`src/eer_defines.svh`:
```
// Constants of the ECC error report and log block: offsets, fields, resets, timing.
// Assumes inclusion by bare name from every design file that needs a number.
//
// What this block does
// - Log requester id in log bits 23:16, interrupt.
// - Error sets status bit 0 or 1; interrupts.
// - Single-bit error: correct data when enabled.
// - Multi-bit read: abort bus, flag core error.
// - Multi-bit write: regenerate check bits over data.
// - Corrective actions only with ECC enable set.
// - Reporting enabled: set status, fill log pair.
// - Single-bit error clears log bit 8.
// - Syndrome goes into log bits 7:0.
// - Failing address bits 31:2 into address register.
// - Status bit cleared only by writing one.
// - Occupied log pair is never overwritten.
// - Second error uses free pair, else unlogged.
// - Write errors come from read-modify-write reads.
// - Software waits 200 us before memory init.
// - Reset returns all registers to defaults.
// - Software avoids reading unwritten memory.
// - Software avoids constant register polling; the bench's dev task polls the host status until busy clears.
`ifndef EER_DEFINES_SVH
`define EER_DEFINES_SVH

// Device register indices on the link register port.
`define EER_IDX_SDRAM_CONTROL 4'h0
`define EER_IDX_ECC_CONTROL 4'h1
`define EER_IDX_LOG_FIRST 4'h2
`define EER_IDX_LOG_SECOND 4'h3
`define EER_IDX_ADDR_FIRST 4'h4
`define EER_IDX_ADDR_SECOND 4'h5
`define EER_IDX_INT_STATUS 4'h6

// Field positions.
`define EER_SDC_ECC_EN 0
`define EER_ECC_REP_SINGLE 0
`define EER_ECC_REP_MULTI 1
`define EER_LOG_REQ_HI 23
`define EER_LOG_REQ_LO 16
`define EER_LOG_RMW 12
`define EER_LOG_MULTI 8
`define EER_LOG_SYN_HI 7
`define EER_LOG_SYN_LO 0

// Reset values.
`define EER_RST_WORD 32'h0000_0000
`define EER_RST_STATUS 2'h0

// Host APB register byte offsets.
`define EER_APB_CMD 12'h000
`define EER_APB_WDATA 12'h004
`define EER_APB_RDATA 12'h008
`define EER_APB_IRQ_STAT 12'h00C
`define EER_APB_IRQ_CLR 12'h010
`define EER_APB_IRQ_EN 12'h014
`define EER_APB_STATUS 12'h018

// Host command and interrupt fields.
`define EER_CMD_GO 0
`define EER_CMD_WRITE 1
`define EER_CMD_IDX_LO 4
`define EER_IRQ_DEV 0
`define EER_IRQ_DONE 1
`define EER_IRQ_FATAL 2

// Wait after reset before memory init, and its cycle count at 20 MHz.
`define EER_INIT_WAIT_NS 200000
`define EER_CLK_NS 50
`define EER_INIT_WAIT_CYC ((`EER_INIT_WAIT_NS + `EER_CLK_NS - 1) / `EER_CLK_NS)

`endif

```
`src/eer_pkg.sv`:
```
// Types of the ECC error report and log block; only the error kind is shared by both ends.
// Assumes eer_defines.svh holds every number.
package eer_pkg;
   // Kind of an error reported from the read data path.
   typedef enum logic [1:0] {
      EER_ERR_NONE,
      EER_ERR_SINGLE,
      EER_ERR_MULTI
   } eer_err_t;

   // State of the host's register relay.
   typedef enum logic [1:0] {
      EER_H_IDLE,
      EER_H_WAIT
   } eer_host_st_t;
endpackage

```
`src/eer_if.sv`:
```
// Link between the memory data path side (host) and the error logger (device).
// Assumes one common clock; both modports are driven from flip-flops.
`timescale 1ns/1ps
interface eer_if;
   // Error event from a checked read or read-modify-write read.
   logic evt_valid;
   logic evt_rmw;
   logic evt_core;
   logic [1:0] evt_kind;
   logic [7:0] evt_req_id;
   logic [7:0] evt_syndrome;
   logic [29:0] evt_addr;
   // Action answer, one cycle after the event.
   logic rsp_valid;
   logic rsp_correct;
   logic rsp_abort;
   logic rsp_core_mbe;
   logic rsp_regen;
   // Register access to the device.
   logic reg_req;
   logic reg_wr;
   logic [3:0] reg_idx;
   logic [31:0] reg_wdata;
   logic reg_ack;
   logic [31:0] reg_rdata;
   // Core interrupt level.
   logic irq;

   modport dev (
      input evt_valid, evt_rmw, evt_core, evt_kind, evt_req_id, evt_syndrome, evt_addr,
      input reg_req, reg_wr, reg_idx, reg_wdata,
      output rsp_valid, rsp_correct, rsp_abort, rsp_core_mbe, rsp_regen,
      output reg_ack, reg_rdata, irq
   );
   modport host (
      output evt_valid, evt_rmw, evt_core, evt_kind, evt_req_id, evt_syndrome, evt_addr,
      output reg_req, reg_wr, reg_idx, reg_wdata,
      input rsp_valid, rsp_correct, rsp_abort, rsp_core_mbe, rsp_regen,
      input reg_ack, reg_rdata, irq
   );
endinterface

```
`src/eer_log_slot.sv`:
```
// One log and address register pair of the error logger.
// Assumes the parent only loads it while the pair is free.
`timescale 1ns/1ps
`include "eer_defines.svh"
module eer_log_slot
   import eer_pkg::*;
(
   input wire logic clock_in,
   input wire logic nrst_in,
   input wire logic load_in,
   input wire logic multi_in,
   input wire logic rmw_in,
   input wire logic [7:0] req_id_in,
   input wire logic [7:0] syndrome_in,
   input wire logic [29:0] addr_in,
   output logic [31:0] log_out,
   output logic [31:0] addr_out
);
   ////////////////////////////////////////////////////////////////////////////
   // Capture on load only; contents then stand until the next load.
   always_ff @(posedge clock_in or negedge nrst_in) begin
      if (!nrst_in) begin
         log_out <= `EER_RST_WORD;
         addr_out <= `EER_RST_WORD;
      end else if (load_in) begin
         log_out <= `EER_RST_WORD;
         log_out[`EER_LOG_REQ_HI:`EER_LOG_REQ_LO] <= req_id_in;
         log_out[`EER_LOG_MULTI] <= multi_in;
         log_out[`EER_LOG_RMW] <= rmw_in;
         log_out[`EER_LOG_SYN_HI:`EER_LOG_SYN_LO] <= syndrome_in;
         addr_out <= {addr_in, 2'h0};
      end
   end
endmodule

```
`src/eer_dev.sv`:
```
// Device end: classifies checked-read errors, answers with the corrective
// action, logs into two pairs and raises the core interrupt.
// Assumes the host presents at most one error event per cycle and that
// register requests are single-cycle pulses, acknowledged on the next edge.
`timescale 1ns/1ps
`include "eer_defines.svh"
module eer_dev
   import eer_pkg::*;
(
   input wire logic clock_in,
   input wire logic nrst_in,
   eer_if.dev link,
   output logic ecc_en_out,
   output logic [1:0] status_out,
   output logic log_drop_out
);
   logic [31:0] sdram_control_r;
   logic [31:0] ecc_control_r;
   logic [1:0] mem_err_int_status_r;
   logic [1:0] status_nxt;
   logic [1:0] status_set;
   logic [1:0] status_clr;
   logic [31:0] ecc_log_first;
   logic [31:0] ecc_log_second;
   logic [31:0] ecc_fail_addr_first;
   logic [31:0] ecc_fail_addr_second;
   logic ecc_en;
   logic is_single;
   logic is_multi;
   logic report;
   logic load_first;
   logic load_second;
   logic reg_wr_hit;

   ////////////////////////////////////////////////////////////////////////////
   // Decode helper: a register write strobe aimed at one index.
   function automatic logic wr_to(input logic req, input logic wr,
                                  input logic [3:0] idx, input logic [3:0] tgt);
      wr_to = req && wr && (idx == tgt);
   endfunction

   ////////////////////////////////////////////////////////////////////////////
   // Classification of the incoming event.
   // Errors on writes arrive here from the read half of a partial write, so
   // a write error is simply an event with the rmw flag set.
   assign ecc_en = sdram_control_r[`EER_SDC_ECC_EN];
   assign is_single = link.evt_valid && (link.evt_kind == EER_ERR_SINGLE);
   assign is_multi = link.evt_valid && (link.evt_kind == EER_ERR_MULTI);
   assign reg_wr_hit = link.reg_req && link.reg_wr;

   // Reporting is gated per error type by the control register.
   assign report = (is_single && ecc_control_r[`EER_ECC_REP_SINGLE])
                 || (is_multi && ecc_control_r[`EER_ECC_REP_MULTI]);

   // The first free pair wins; with both occupied the error goes unlogged.
   // A pair stays occupied until its status bit is cleared, so a clear in
   // the same cycle does not free it for this event.
   assign load_first = report && !mem_err_int_status_r[0];
   assign load_second = report && mem_err_int_status_r[0]
                      && !mem_err_int_status_r[1];
   assign status_set = {load_second, load_first};

   // Write-one-to-clear; a set in the same cycle wins over the clear.
   assign status_clr = wr_to(link.reg_req, link.reg_wr, link.reg_idx,
                             `EER_IDX_INT_STATUS) ? link.reg_wdata[1:0] : 2'h0;
   assign status_nxt = (mem_err_int_status_r & ~status_clr) | status_set;

   ////////////////////////////////////////////////////////////////////////////
   // Two log pairs.
   eer_log_slot u_first (
      .clock_in(clock_in),
      .nrst_in(nrst_in),
      .load_in(load_first),
      .multi_in(is_multi),
      .rmw_in(link.evt_rmw),
      .req_id_in(link.evt_req_id),
      .syndrome_in(link.evt_syndrome),
      .addr_in(link.evt_addr),
      .log_out(ecc_log_first),
      .addr_out(ecc_fail_addr_first)
   );

   eer_log_slot u_second (
      .clock_in(clock_in),
      .nrst_in(nrst_in),
      .load_in(load_second),
      .multi_in(is_multi),
      .rmw_in(link.evt_rmw),
      .req_id_in(link.evt_req_id),
      .syndrome_in(link.evt_syndrome),
      .addr_in(link.evt_addr),
      .log_out(ecc_log_second),
      .addr_out(ecc_fail_addr_second)
   );

   ////////////////////////////////////////////////////////////////////////////
   // Interrupt status bits.
   always_ff @(posedge clock_in or negedge nrst_in) begin
      if (!nrst_in) begin
         mem_err_int_status_r <= `EER_RST_STATUS;
      end else begin
         mem_err_int_status_r <= status_nxt;
      end
   end

   // Control registers written over the link.
   always_ff @(posedge clock_in or negedge nrst_in) begin
      if (!nrst_in) begin
         sdram_control_r <= `EER_RST_WORD;
         ecc_control_r <= `EER_RST_WORD;
      end else begin
         if (wr_to(link.reg_req, link.reg_wr, link.reg_idx, `EER_IDX_SDRAM_CONTROL)) begin
            sdram_control_r <= link.reg_wdata;
         end
         if (wr_to(link.reg_req, link.reg_wr, link.reg_idx, `EER_IDX_ECC_CONTROL)) begin
            ecc_control_r <= link.reg_wdata;
         end
      end
   end

   ////////////////////////////////////////////////////////////////////////////
   // Corrective action answer, one cycle after each event.
   // The action does not depend on whether logging had room.
   always_ff @(posedge clock_in or negedge nrst_in) begin
      if (!nrst_in) begin
         link.rsp_valid <= 1'b0;
         link.rsp_correct <= 1'b0;
         link.rsp_abort <= 1'b0;
         link.rsp_core_mbe <= 1'b0;
         link.rsp_regen <= 1'b0;
      end else begin
         link.rsp_valid <= link.evt_valid;
         link.rsp_correct <= is_single && ecc_en;
         link.rsp_abort <= is_multi && ecc_en && !link.evt_rmw
                           && !link.evt_core;
         link.rsp_core_mbe <= is_multi && ecc_en && !link.evt_rmw
                              && link.evt_core;
         link.rsp_regen <= is_multi && ecc_en && link.evt_rmw;
      end
   end

   ////////////////////////////////////////////////////////////////////////////
   // Register read port; unknown indices read as zero.
   // Reads have no side effects, so a polling host only costs bandwidth.
   always_ff @(posedge clock_in or negedge nrst_in) begin
      if (!nrst_in) begin
         link.reg_ack <= 1'b0;
         link.reg_rdata <= `EER_RST_WORD;
      end else begin
         link.reg_ack <= link.reg_req;
         if (link.reg_req && !link.reg_wr) begin
            unique case (link.reg_idx)
               `EER_IDX_SDRAM_CONTROL: link.reg_rdata <= sdram_control_r;
               `EER_IDX_ECC_CONTROL: link.reg_rdata <= ecc_control_r;
               `EER_IDX_LOG_FIRST: link.reg_rdata <= ecc_log_first;
               `EER_IDX_LOG_SECOND: link.reg_rdata <= ecc_log_second;
               `EER_IDX_ADDR_FIRST: link.reg_rdata <= ecc_fail_addr_first;
               `EER_IDX_ADDR_SECOND: link.reg_rdata <= ecc_fail_addr_second;
               `EER_IDX_INT_STATUS: link.reg_rdata <= {30'h0, mem_err_int_status_r};
               default: link.reg_rdata <= `EER_RST_WORD;
            endcase
         end
      end
   end

   ////////////////////////////////////////////////////////////////////////////
   // Interrupt level and user-side status, all from flip-flops.
   // A level, not a pulse, so a missed edge never loses an interrupt.
   always_ff @(posedge clock_in or negedge nrst_in) begin
      if (!nrst_in) begin
         link.irq <= 1'b0;
         ecc_en_out <= 1'b0;
         status_out <= `EER_RST_STATUS;
         log_drop_out <= 1'b0;
      end else begin
         link.irq <= |status_nxt;
         ecc_en_out <= reg_wr_hit
                       && link.reg_idx == `EER_IDX_SDRAM_CONTROL
                       ? link.reg_wdata[`EER_SDC_ECC_EN] : ecc_en;
         status_out <= status_nxt;
         log_drop_out <= report && (&mem_err_int_status_r);
      end
   end
endmodule

```
`src/flat_wrapper.sv`:
```
// flat-port wrapper written by rule: the top's interface ports become plain ports
module eer_dev_flat import eer_pkg::*;
  (clock_in, nrst_in, ecc_en_out, status_out, log_drop_out, link_evt_valid, link_evt_rmw, link_evt_core, link_evt_kind, link_evt_req_id, link_evt_syndrome, link_evt_addr, link_reg_req, link_reg_wr, link_reg_idx, link_reg_wdata, link_rsp_valid, link_rsp_correct, link_rsp_abort, link_rsp_core_mbe, link_rsp_regen, link_reg_ack, link_reg_rdata, link_irq);
  eer_if link_i ();
  input wire logic clock_in;
  input wire logic nrst_in;
  output logic ecc_en_out;
  output logic [1:0] status_out;
  output logic log_drop_out;
  input wire logic [$bits(link_i.evt_valid)-1:0] link_evt_valid;
  input wire logic [$bits(link_i.evt_rmw)-1:0] link_evt_rmw;
  input wire logic [$bits(link_i.evt_core)-1:0] link_evt_core;
  input wire logic [$bits(link_i.evt_kind)-1:0] link_evt_kind;
  input wire logic [$bits(link_i.evt_req_id)-1:0] link_evt_req_id;
  input wire logic [$bits(link_i.evt_syndrome)-1:0] link_evt_syndrome;
  input wire logic [$bits(link_i.evt_addr)-1:0] link_evt_addr;
  input wire logic [$bits(link_i.reg_req)-1:0] link_reg_req;
  input wire logic [$bits(link_i.reg_wr)-1:0] link_reg_wr;
  input wire logic [$bits(link_i.reg_idx)-1:0] link_reg_idx;
  input wire logic [$bits(link_i.reg_wdata)-1:0] link_reg_wdata;
  output wire logic [$bits(link_i.rsp_valid)-1:0] link_rsp_valid;
  output wire logic [$bits(link_i.rsp_correct)-1:0] link_rsp_correct;
  output wire logic [$bits(link_i.rsp_abort)-1:0] link_rsp_abort;
  output wire logic [$bits(link_i.rsp_core_mbe)-1:0] link_rsp_core_mbe;
  output wire logic [$bits(link_i.rsp_regen)-1:0] link_rsp_regen;
  output wire logic [$bits(link_i.reg_ack)-1:0] link_reg_ack;
  output wire logic [$bits(link_i.reg_rdata)-1:0] link_reg_rdata;
  output wire logic [$bits(link_i.irq)-1:0] link_irq;
  assign link_i.evt_valid = link_evt_valid;
  assign link_i.evt_rmw = link_evt_rmw;
  assign link_i.evt_core = link_evt_core;
  assign link_i.evt_kind = link_evt_kind;
  assign link_i.evt_req_id = link_evt_req_id;
  assign link_i.evt_syndrome = link_evt_syndrome;
  assign link_i.evt_addr = link_evt_addr;
  assign link_i.reg_req = link_reg_req;
  assign link_i.reg_wr = link_reg_wr;
  assign link_i.reg_idx = link_reg_idx;
  assign link_i.reg_wdata = link_reg_wdata;
  assign link_rsp_valid = link_i.rsp_valid;
  assign link_rsp_correct = link_i.rsp_correct;
  assign link_rsp_abort = link_i.rsp_abort;
  assign link_rsp_core_mbe = link_i.rsp_core_mbe;
  assign link_rsp_regen = link_i.rsp_regen;
  assign link_reg_ack = link_i.reg_ack;
  assign link_reg_rdata = link_i.reg_rdata;
  assign link_irq = link_i.irq;
  eer_dev u_core (.clock_in(clock_in), .nrst_in(nrst_in), .link(link_i), .ecc_en_out(ecc_en_out), .status_out(status_out), .log_drop_out(log_drop_out));
endmodule
```
`config.mk`:
```
export PLATFORM = sky130hd
export DESIGN_NAME = eer_dev_flat
export DESIGN_NICKNAME = d
export VERILOG_FILES = /design/src/eer_pkg.sv /design/src/eer_if.sv /design/src/eer_log_slot.sv /design/src/eer_dev.sv /design/src/flat_wrapper.sv
export VERILOG_INCLUDE_DIRS = /design/src
export SDC_FILE = /design/constraint.sdc
export NUM_CORES = 1
export LEC_CHECK = 0
export ABC_CLOCK_PERIOD_IN_PS = 4700
export BUFFER_PORTS_ARGS = -buffer_cell sky130_fd_sc_hd__buf_2
export CORE_MARGIN = 3
export CORE_UTILIZATION = 35
export CTS_CLUSTER_SIZE = 12
export DETAILED_ROUTE_END_ITERATION = 8
export PLACE_DENSITY = 0.52
export SYNTH_ARGS = -nofsm -noshare
export SYNTH_HDL_FRONTEND = slang
export SYNTH_SLANG_ARGS = --single-unit
```
`constraint.sdc`:
```
create_clock -name clock_in -period 4.7 [get_ports clock_in]
set_clock_uncertainty 0.15 [all_clocks]
set_input_delay 1.41 -clock clock_in [delete_from_list [all_inputs] [get_ports clock_in]]
set_output_delay 1.41 -clock clock_in [all_outputs]
set_load 0.01 [all_outputs]
```
Word-level counts from Yosys, hierarchy flattened
Cells that the tools add are included.

Register bits: 203. Logic and storage cells: 59. Output and inout port bits: 43. Input port bits: 91.

Muxes and demuxes: 3. Reduce and logical (&&, ||, !) cells: 28. Bitwise operators: 3. Equality and inequality tests: 8.

Operator list (number): one-hot mux 32 bit (7 select lines) (1); logical AND 1 bit (19); equality test 4 x 3 -> 1 bit, second input constant (3); equality test 4 x 2 -> 1 bit, second input constant (2); zero test 1 bit (5); equality test 4 x 1 -> 1 bit, second input constant (1); zero test 4 bit (1); AND 2 bit (1); equality test 2 x 1 -> 1 bit, second input constant (1); equality test 2 bit, second input constant (1); two-way mux 2 bit (1); inverter 2 bit (1); OR 2 bit (1); AND reduction 2 bit (1); OR reduction 2 bit (1); logical OR 1 bit (1); two-way mux 1 bit (1).

Longest topological paths before layout
Gate-level depths: netlist (run 1).

Depth after elaboration: 8. Mapped depth: 6. Depth with buffers taken out: 4.

Cells and area by module
A second synthesis (run 1) with hierarchy kept.

Cell total of the unflattened synthesis: 722. Area total of the unflattened synthesis: 9562.9 um2.

Modules (own cells, without submodules): eer_dev (seq. area each 2677.6 um2, area an instance 5594.1 um2, cells an instance 486, times used 1); eer_log_slot (seq. area each 1201.2 um2, area an instance 1984.4 um2, cells an instance 118, times used 2).

Worst setup path before layout (run 1)
Ideal clock, no wire load.

Path type: input to register. Start: in link_reg_idx[2]. End: reg u_core.link.reg_rdata[11]. Path slack: 1955 ps. Buffers on the path: 3. Stages: 5. Setup time: 121 ps. Data required time: 4429 ps. Arrival: 2474 ps. Cells stage by stage: buf_4 buf_2 buf_2 mux4_2 a22o_1.

Longest elaborated chain between the ends: 2. Elaborated cells on any way between the ends: 8. Those cells by class: eq/ne: 6; mux: 1; reduce/logical: 1.

Ends and longest elaborated chain: start: declaration (RTL line flat_wrapper.sv:19) `input wire logic [$bits(link_i.reg_idx)-1:0] link_reg_idx;`; equality test 4 x 3 -> 1 bit, or another cell as far along (RTL line eer_dev.sv:152) `unique case (link.reg_idx)`; one-hot mux 32 bit (7 select lines) * (RTL line eer_dev.sv:152); end signal: assignment (RTL line eer_dev.sv:153) `` `EER_IDX_SDRAM_CONTROL: link.reg_rdata <= sdram_control_r; ``; end signal: assignment (RTL line eer_dev.sv:154) `` `EER_IDX_ECC_CONTROL: link.reg_rdata <= ecc_control_r; ``; end signal: assignment (RTL line eer_dev.sv:155) `` `EER_IDX_LOG_FIRST: link.reg_rdata <= ecc_log_first; ``; end: declaration (RTL line eer_if.sv:33) `output reg_ack, reg_rdata, irq`.

Every way passes the cells marked *; elsewhere a longest branch is shown, timed or not. A chain may end at the register's enable or synchronous reset.

Final worst setup path (run 1)
Start: in link_reg_idx[2]. End: reg u_core.link.reg_rdata[6].

Same word-level chain as after synthesis.

==> results of run 1 <==
[cell families (layout without fill, tap and decap cells)]
family / after synthesis / count (layout) / synth area share
and+or+nand+nor: 68 / 68 / 0.0439
muxes: 205 / 205 / 0.275
AOI/OAI and AO/OA: 89 / 89 / 0.0761
buffers and inverters: 42 / 181 / 0.0319
DFF: 203 / 203 / 0.573
[state kept, by name, indices dropped and copies added, names as in the netlist, 2 cells and up]
signal / count
u_core.u_second.log_out: 18
u_core.ecc_control_r: 32
u_core.u_first.log_out: 18
u_core.link.reg_rdata: 32
u_core.sdram_control_r: 32
u_core.u_first.addr_out: 30
u_core.u_second.addr_out: 30
u_core.mem_err_int_status_r: 2
[through the flow]
stage	util	instance area (µm²)	hold slack [ns]	power (µW)
floorplan	-	8870	0.299	3010
global placement	0.397	9770	0.318	3300
detailed placement	0.397	9770	0.324	3360
CTS	0.423	10400	0.337	4940
global route	0.423	10400	0.346	5140
finish	0.423	10400	0.336	4860
[power breakdown]
part / switching, µW / internal (µW)
Sequential: 256 / 2190
Combinational: 363 / 507
Clock: 656 / 891
[worst min-delay path, cell delays in order (launching register included)]
cell	delay (ns)
dfrtp_1	0.34
nand2_1	0.05
o21ai_1	0.06
[placed cells by master (no fill, tap or decap), types with 2 or more instances in the layout]
cell         n
nand2b_1     2
o21ai_0      4
o22ai_1     10
mux2_1      40
mux4_2      15
and3b_1      2
and4b_1      2
buf_2      132
o211ai_1     7
inv_1        4
a31oi_1      3
a211oi_1     3
a22o_1      20
nand2_1     25
mux2i_1     30
mux2_2     120
nor2_1       5
nor2b_1      6
buf_12       2
clkinv_2     2
and3_1       2
o32a_1       2
clkbuf_1    10
a21oi_1      8
o31a_1       2
o21ai_1     10
nand3_1      4
nor3b_1      2
o22a_1       2
buf_4        7
clkbuf_16   23
a22oi_1      9
dfrtp_1    203
nor3_1       6
nor2_4       2
a32oi_1      2
[path summary, 6_finish.rpt]
check / endpoint / slack (ns) / depth (start not counted)
min in group asynchronous: u_core.u_second.log_out[5] / 0.85 / 1
worst max-delay path: u_core.link.reg_rdata[6] / 1.50 / 6
worst max register to register: u_core.u_second.log_out[22] / 2.37 / 4
worst min register to register: u_core.link.reg_rdata[20] / 0.34 / 2
max in group asynchronous: u_core.u_second.addr_out[30] / 2.56 / 2
worst min-delay path: u_core.link.reg_rdata[20] / 0.34 / 2
[area by class of cell]
type	count	area (µm²)
fillers	2320	14200
flip-flops and latches	203	5080
multi-input cells	362	3510
repair buffers	142	767
clock buffers	33	613
well taps	324	405
inverters	4	15.0
clock inverters	2	10.0
[per-layer routing]
| layer | wire, µm | track usage | part of all wire |
|---|---|---|---|
| met4 | 386 | 0.0377 | 0.017 |
| met2 | 11200 | 0.285 | 0.48 |
| met3 | 1360 | 0.0317 | 0.059 |
| met5 | 0 | 0 | 0 |
| met1 | 10100 | 0.232 | 0.44 |
==> impl_metrics.yaml, run 1 <==
yosys:
  synth_cell_types: 50
  ys_top_cells_by_area: "dfrtp_1 57%, mux2_2 15%, mux2_1 5.1%"
  netlist_area_um2: 8870
  synth_enable_flop_cells: 0
  syn_nets: 698
  yosys.area.top_type_share: 0.573
  yosys.area.top_type: "dfrtp_1"
  synth_commonest_cells: "203 x dfrtp_1, 120 x mux2_2, 40 x mux2_1"
  avgSynthCellArea_um2: 14.6
  ys_async_sr_fraction: 1.00
  seq_area_frac_synth: 0.573
  synth-seq-cells: 203
  ys_warn_count: 0
  synth_most_common_cell: "dfrtp_1"
  syn_inst: 607
  synth_ff_type: "dfrtp_1"
clocking:
  insertion_delay_ns: 0.50
  path_clk_slew_ns: 0.06
  cts_buffers: 22
  htreeDepth: 1
  cts_root_buffer: "clkbuf_16"
  cts_tree: "done"
  cts_resized: 0
  cts_setup_buffers: 0
  clock_sinks: 203
  cts_hold_buf: 0
  cts_buffer_depth: 3
drt:
  wirelength_mm: 23.1
  dr.pass1.iters: 4
  num_vias: 5580
  ant_nets: 0
  wl_per_cell_um: 21.6
  viasPerCell: 5.21
  drt_iter0_drc: 288
  drc: 0
worst_setup_path:
  cp_top_family: "buffers and inverters"
  critical_path.slowest_cell: "buf_2"
  arrival_ns: 3.42
  critical_path_class: "in2reg"
  crit_fanout: 25
  slowest_delay_ns: 0.46
  path_buf_inv: 2
  end_kind: "flip-flop"
  cp-startpoint: "link_reg_idx[2]"
  cp_data_required_time_ns: 4.93
  reg2reg_from: "u_core.ecc_control_r[0]"
  startpoint_type: "primary input"
  crit_chain: "buf_2 > buf_4 > and2_1 > a211o_1 > nor3_1 > a221o_1"
floorplanning:
  initial_core_util: 0.360
  fp.dieW_um: 165
  dieArea_um2: 27300
  core_area_um2: 24600
  rows: 57
  die_y_um: 165
  ioPinCount: 134
timing:
  worstMarginPinSlew_ns: 0.913
  finalSetupTns_ns: 0
  setup_slack_ns: 1.50
  slew_headroom: 0.390
  rsz0062_at_grt: "false"
  final_max_slew_viol_count: 0
  fin_crit_ns: 3.20
  final-hold-violation-count: 0
  max_freq_mhz: 313
  setup_violations: 0
  fin_crit_sh: 0.680
outcome:
  status: "complete, no violations"
layout:
  fin_cells: 1070
  areaGrowthSynthToFinish_pct: 17.3
  drive_gt1_frac: 0.420
  final_nets: 826
  antenna-diode-count: 0
power_and_ir_drop:
  vdd_drop_max_mv: 0.211
  cellLeakagePower_uw: 0.00498
  p_per_area_nw_per_um2: 468
global_routing:
  antenna_found_initial: 0
  track_usage: 0.171
  grt_pass1_vias: 6043
  grt-ovfl-total: 0
  grt_start_max_net_pins: 98
  grt_pass1_wl_mm: 35.5
min_path:
  hp-start: "u_core.link.reg_rdata[20]"
  hold_class: "reg2reg"
place:
  dp_hpwl_mm: 15.9
  dp_slack_ns: 0.953
  dp.cells: 1035
  port_buffers: 133
  globalplace.congestion: 0.813
job:
  cap_violations: 0
Note: power is estimated with default switching activity, not from simulation.
==> inputs of run 2 (changes only) <==
--- a/config.mk
+++ b/config.mk
@@ -6,7 +6,7 @@
 export SDC_FILE = /design/constraint.sdc
 export NUM_CORES = 1
 export LEC_CHECK = 0
-export ABC_CLOCK_PERIOD_IN_PS = 4700
+export ABC_CLOCK_PERIOD_IN_PS = 3300
 export BUFFER_PORTS_ARGS = -buffer_cell sky130_fd_sc_hd__buf_2
 export CORE_MARGIN = 3
 export CORE_UTILIZATION = 35
==> constraint.sdc (replaced) <==
create_clock -name clock_in -period 3.3 [get_ports clock_in]
set_clock_uncertainty 0.15 [all_clocks]
set_input_delay 0.99 -clock clock_in [delete_from_list [all_inputs] [get_ports clock_in]]
set_output_delay 0.99 -clock clock_in [all_outputs]
set_load 0.01 [all_outputs]
==> impl_metrics.yaml, run 2 (synthesis results as in run 1) <==
floorplanning:
  fp.dieW_um: 165
  ioPinCount: 134
  die_y_um: 165
  rows: 57
  initial_core_util: 0.360
  dieArea_um2: 27300
  core_area_um2: 24600
layout:
  layout_commonest_cell: "dfrtp_1"
  drive_gt1_frac: 0.439
  final_nets: 837
  areaGrowthSynthToFinish_pct: 19.6
  final_area_um2: 10600
  layout_common_cells: "203 x dfrtp_1, 132 x buf_2, 120 x mux2_2"
  fin_cells: 1086
  top_regs: "u_core.ecc_control_r x32, u_core.link.reg_rdata x32, u_core.sdram_control_r x32"
worst_setup_path:
  reg2reg_to: "u_core.u_first.addr_out[10]"
  crit_fanout: 32
  end_kind: "flip-flop"
  reg2regPathDepth: 4
  r2r_slack_ns: 1.24
  reg2reg_from: "u_core.ecc_control_r[0]"
  cp_data_required_time_ns: 3.52
  critical_path_class: "in2reg"
  arrival_ns: 2.72
  startpoint_type: "primary input"
drt:
  drt_iter0_drc: 352
  num_vias: 5703
  dr.pass1.iters: 4
  drc: 0
  ant_nets: 0
  wirelength_mm: 23.4
  viasPerCell: 5.25
  wl_per_cell_um: 21.6
clocking:
  cts_buffers: 23
  cts_root_buffer: "clkbuf_16"
  path_clk_slew_ns: 0.06
  clock_sinks: 203
  htreeDepth: 1
  cts_setup_buffers: 0
  insertion_delay_ns: 0.50
  cts_tree: "done"
  cts_resized: 0
  cts_buffer_depth: 3
  cts_hold_buf: 0
timing:
  worstMarginPinSlew_ns: 0.783
  fin_crit_ns: 2.50
  slew_headroom: 0.477
  setup_violations: 0
  finalSetupTns_ns: 0
  hold_ws_ns: 0.281
  rsz0062_at_grt: "false"
  final-hold-violation-count: 0
  final_max_slew_viol_count: 0
  max_freq_mhz: 400
  fin_crit_sh: 0.757
place:
  dp.cells: 1045
  dp_hpwl_mm: 16.5
  globalplace.congestion: 0.792
  place_area_um2: 9870
  port_buffers: 133
power_and_ir_drop:
  power_uw: 7140
  p_per_area_nw_per_um2: 673
  vdd_drop_max_mv: 0.283
  cellLeakagePower_uw: 0.00510
global_routing:
  track_usage: 0.173
  grt-ovfl-total: 0
  grt_start_max_net_pins: 61
  grt_pass1_vias: 6337
  antenna_found_initial: 4
  grt_pass1_wl_mm: 36.2
min_path:
  hold_class: "in2async"
job:
  cap_violations: 0
outcome:
  status: "complete, no violations"
## run 2: cell count changes in the layout (fill, tap and decap cells not counted), sizes merged
| cell | previous run | this run |
|---|---|---|
| buf | 141 | 151 |
| clkbuf | 34 | 36 |
| clkinv | 2 | 4 |
| clkinvlp | 0 | 1 |
| diode | 0 | 1 |
## run 2: worst max-delay path: stages
cell and delay (ns):
buf_2 0.20, and2b_2 0.31, nand4_4 0.62, mux2_1 0.57
## run 2: where the power goes
group	switching, µW	total (µW)	internal, µW
clock	967	2420	1450
sequential	349	3470	3120
combinational	518	1250	732
## run 2: how the worst max path moves through the flow
stage | cells past startpoint | end | slack, ns | from
after floorplan | 5 | u_core.link.reg_rdata[11] | 0.97 | link_reg_idx[2]
after detailed placement | 4 | u_core.ecc_control_r[28] | 0.24 | link_reg_idx[1]
after global placement | 4 | u_core.ecc_control_r[28] | 0.27 | link_reg_idx[1]
after global routing | 4 | u_core.ecc_control_r[28] | 0.72 | link_reg_idx[1]
after CTS | 4 | u_core.ecc_control_r[28] | 0.76 | link_reg_idx[1]
final | 4 | u_core.ecc_control_r[28] | 0.80 | link_reg_idx[1]
## run 2: stage by stage
step | setup WS (ns) | util
floorplan | 0.975 | -
global placement | 0.274 | 0.401
detailed placement | 0.238 | 0.401
CTS | 0.762 | 0.431
global route | 0.718 | 0.431
finish | 0.802 | 0.431
## run 2: area by class of cell
| cell class | count | area (µm²) |
|---|---|---|
| fill | 2300 | 14000 |
| clock buffer | 35 | 701 |
| antenna | 1 | 2.50 |
| clock inverter | 5 | 27.5 |
| multi-input combinational | 362 | 3510 |
| inverter | 4 | 15.0 |
| sequential | 203 | 5080 |
| timing repair buffer | 152 | 867 |
| tap | 324 | 405 |
## run 2: per-layer routing
layer  wire (µm)  global-route usage
met1       10300               0.230
met2       11300               0.292
met3        1310              0.0342
met4         419              0.0400
met5          57                   0
==> inputs of run 3 (changes only) <==
--- a/config.mk
+++ b/config.mk
@@ -6,13 +6,13 @@
 export SDC_FILE = /design/constraint.sdc
 export NUM_CORES = 1
 export LEC_CHECK = 0
-export ABC_CLOCK_PERIOD_IN_PS = 3300
+export ABC_CLOCK_PERIOD_IN_PS = 2110
 export BUFFER_PORTS_ARGS = -buffer_cell sky130_fd_sc_hd__buf_2
 export CORE_MARGIN = 3
 export CORE_UTILIZATION = 35
 export CTS_CLUSTER_SIZE = 12
 export DETAILED_ROUTE_END_ITERATION = 8
-export PLACE_DENSITY = 0.52
+export PLACE_DENSITY = 0.54
 export SYNTH_ARGS = -nofsm -noshare
 export SYNTH_HDL_FRONTEND = slang
 export SYNTH_SLANG_ARGS = --single-unit
==> constraint.sdc (replaced) <==
create_clock -name clock_in -period 2.11 [get_ports clock_in]
set_clock_uncertainty 0.15 [all_clocks]
set_input_delay 0.633 -clock clock_in [delete_from_list [all_inputs] [get_ports clock_in]]
set_output_delay 0.633 -clock clock_in [all_outputs]
set_load 0.01 [all_outputs]
==> impl_metrics.yaml, run 3 (synthesis results as in run 1) <==
timing:
  final-hold-violation-count: 0
  rsz0062_at_grt: "false"
  fin_crit_ns: 2.03
  slew_headroom: 0.651
  max_freq_mhz: 494
  setup_violations: 0
  final_max_slew_viol_count: 0
  worstMarginPinSlew_ns: 0.523
  fin_crit_sh: 0.960
  hold_ws_ns: 0.159
  finalSetupTns_ns: 0
drt:
  highest_layer: "met5"
  drc: 0
  num_vias: 5874
  wl_per_cell_um: 21.1
  viasPerCell: 5.22
  wl_met3_mm: 1.33
  drt-met1-wl_mm: 10.3
  ant_nets: 0
  dr.pass1.iters: 4
  drt_iter0_drc: 346
  met2WireLength_mm: 11.5
  wirelength_mm: 23.8
layout:
  seq_area_um2: 5080
  final_core_util: 0.452
  top_regs: "u_core.ecc_control_r x32, u_core.link.reg_rdata x32, u_core.sdram_control_r x32"
  multi_input_area_um2: 3510
  final_nets: 878
  drive_gt1_frac: 0.467
  final_area_um2: 11100
  layout_commonest_cell: "dfrtp_1"
  areaGrowthSynthToFinish_pct: 25.4
  layout_common_cells: "203 x dfrtp_1, 132 x buf_2, 120 x mux2_2"
  fill_cells: 2269
power_and_ir_drop:
  power_uw: 11300
  vdd_drop_max_mv: 0.487
  cellLeakagePower_uw: 0.00537
  p_per_area_nw_per_um2: 1020
job:
  cap_violations: 0
clocking:
  clock_sinks: 203
  cts_tree: "done"
  path_clk_slew_ns: 0.06
  cts_resized: 0
  insertion_delay_ns: 0.49
  cts_buffers: 23
  cts_buffer_depth: 3
  cts_setup_buffers: 0
  cts_hold_buf: 1
  htreeDepth: 1
  cts_root_buffer: "clkbuf_16"
floorplanning:
  initial_core_util: 0.360
  fp.dieW_um: 165
  rows: 57
  die_y_um: 165
  ioPinCount: 134
  core_area_um2: 24600
  dieArea_um2: 27300
min_path:
  hp-start: "link_evt_core"
  hold_class: "in2reg"
  hold_depth: 2
  hold_path_end: "u_core.link.rsp_abort"
worst_setup_path:
  reg2reg_from: "u_core.ecc_control_r[0]"
  path_buf_inv: 1
  slowest_delay_ns: 0.53
  arrival_ns: 1.24
  cp_data_required_time_ns: 1.33
  critical_path_class: "reg2out"
  reg2regPathDepth: 4
  critical_path.slowest_cell: "dfrtp_1"
  crit_fanout: 7
  cp_top_family: "flip-flops"
  startpoint_type: "flip-flop"
  end_kind: "output pin"
  r2r_slack_ns: 0.26
  reg2reg_to: "u_core.u_second.addr_out[2]"
  crit_chain: "buf_2"
  cp-startpoint: "u_core.mem_err_int_status_r[0]"
place:
  port_buffers: 133
  dp_hpwl_mm: 17.4
  globalplace.congestion: 0.831
  place_area_um2: 10400
global_routing:
  track_usage: 0.178
  grt_pass1_wl_mm: 37.3
  grt-ovfl-total: 0
  grt_pass1_vias: 6566
  antenna_found_initial: 2
  grt_start_max_net_pins: 44
outcome:
  status: "complete, no violations"
-- run 3: through the flow --
stage,cells,worst slack [ns]
2_1_floorplan,607,0.142
3_3_place_gp,1085,-0.0392
3_5_place_dp,1085,-0.0706
4_1_cts,1125,0.0564
5_1_grt,1126,0.0464
6_report,1126,0.0841
-- run 3: final cells by class --
type	count	area share
flip-flops and latches	203	0.457
multi-input cells	362	0.315
repair buffers	193	0.124
clock buffers	32	0.0602
well taps	324	0.0365
clock inverters	7	0.00540
inverters	4	0.00135
diodes	1	0.000225
-- run 3: how the worst max path moves through the flow --
stage | end | depth (start not counted)
3_3_place_gp | u_core.u_first.addr_out[11] | 5
5_1_grt | status_out[0] | 1
2_1_floorplan | u_core.link.reg_rdata[11] | 5
3_5_place_dp | u_core.u_first.addr_out[15] | 5
4_1_cts | status_out[0] | 1
6_report | status_out[0] | 1
-- run 3: report_power, final --
group	internal [µW]	switching, µW
Combinational	1220	837
Clock	2320	1500
Sequential	4880	556
-- run 3: layer usage --
layer	vias up	global-route usage
met2	160	0.300
met5	-	0
met1	3056	0.236
met3	42	0.0339
met4	2	0.0496
li1	2614	-
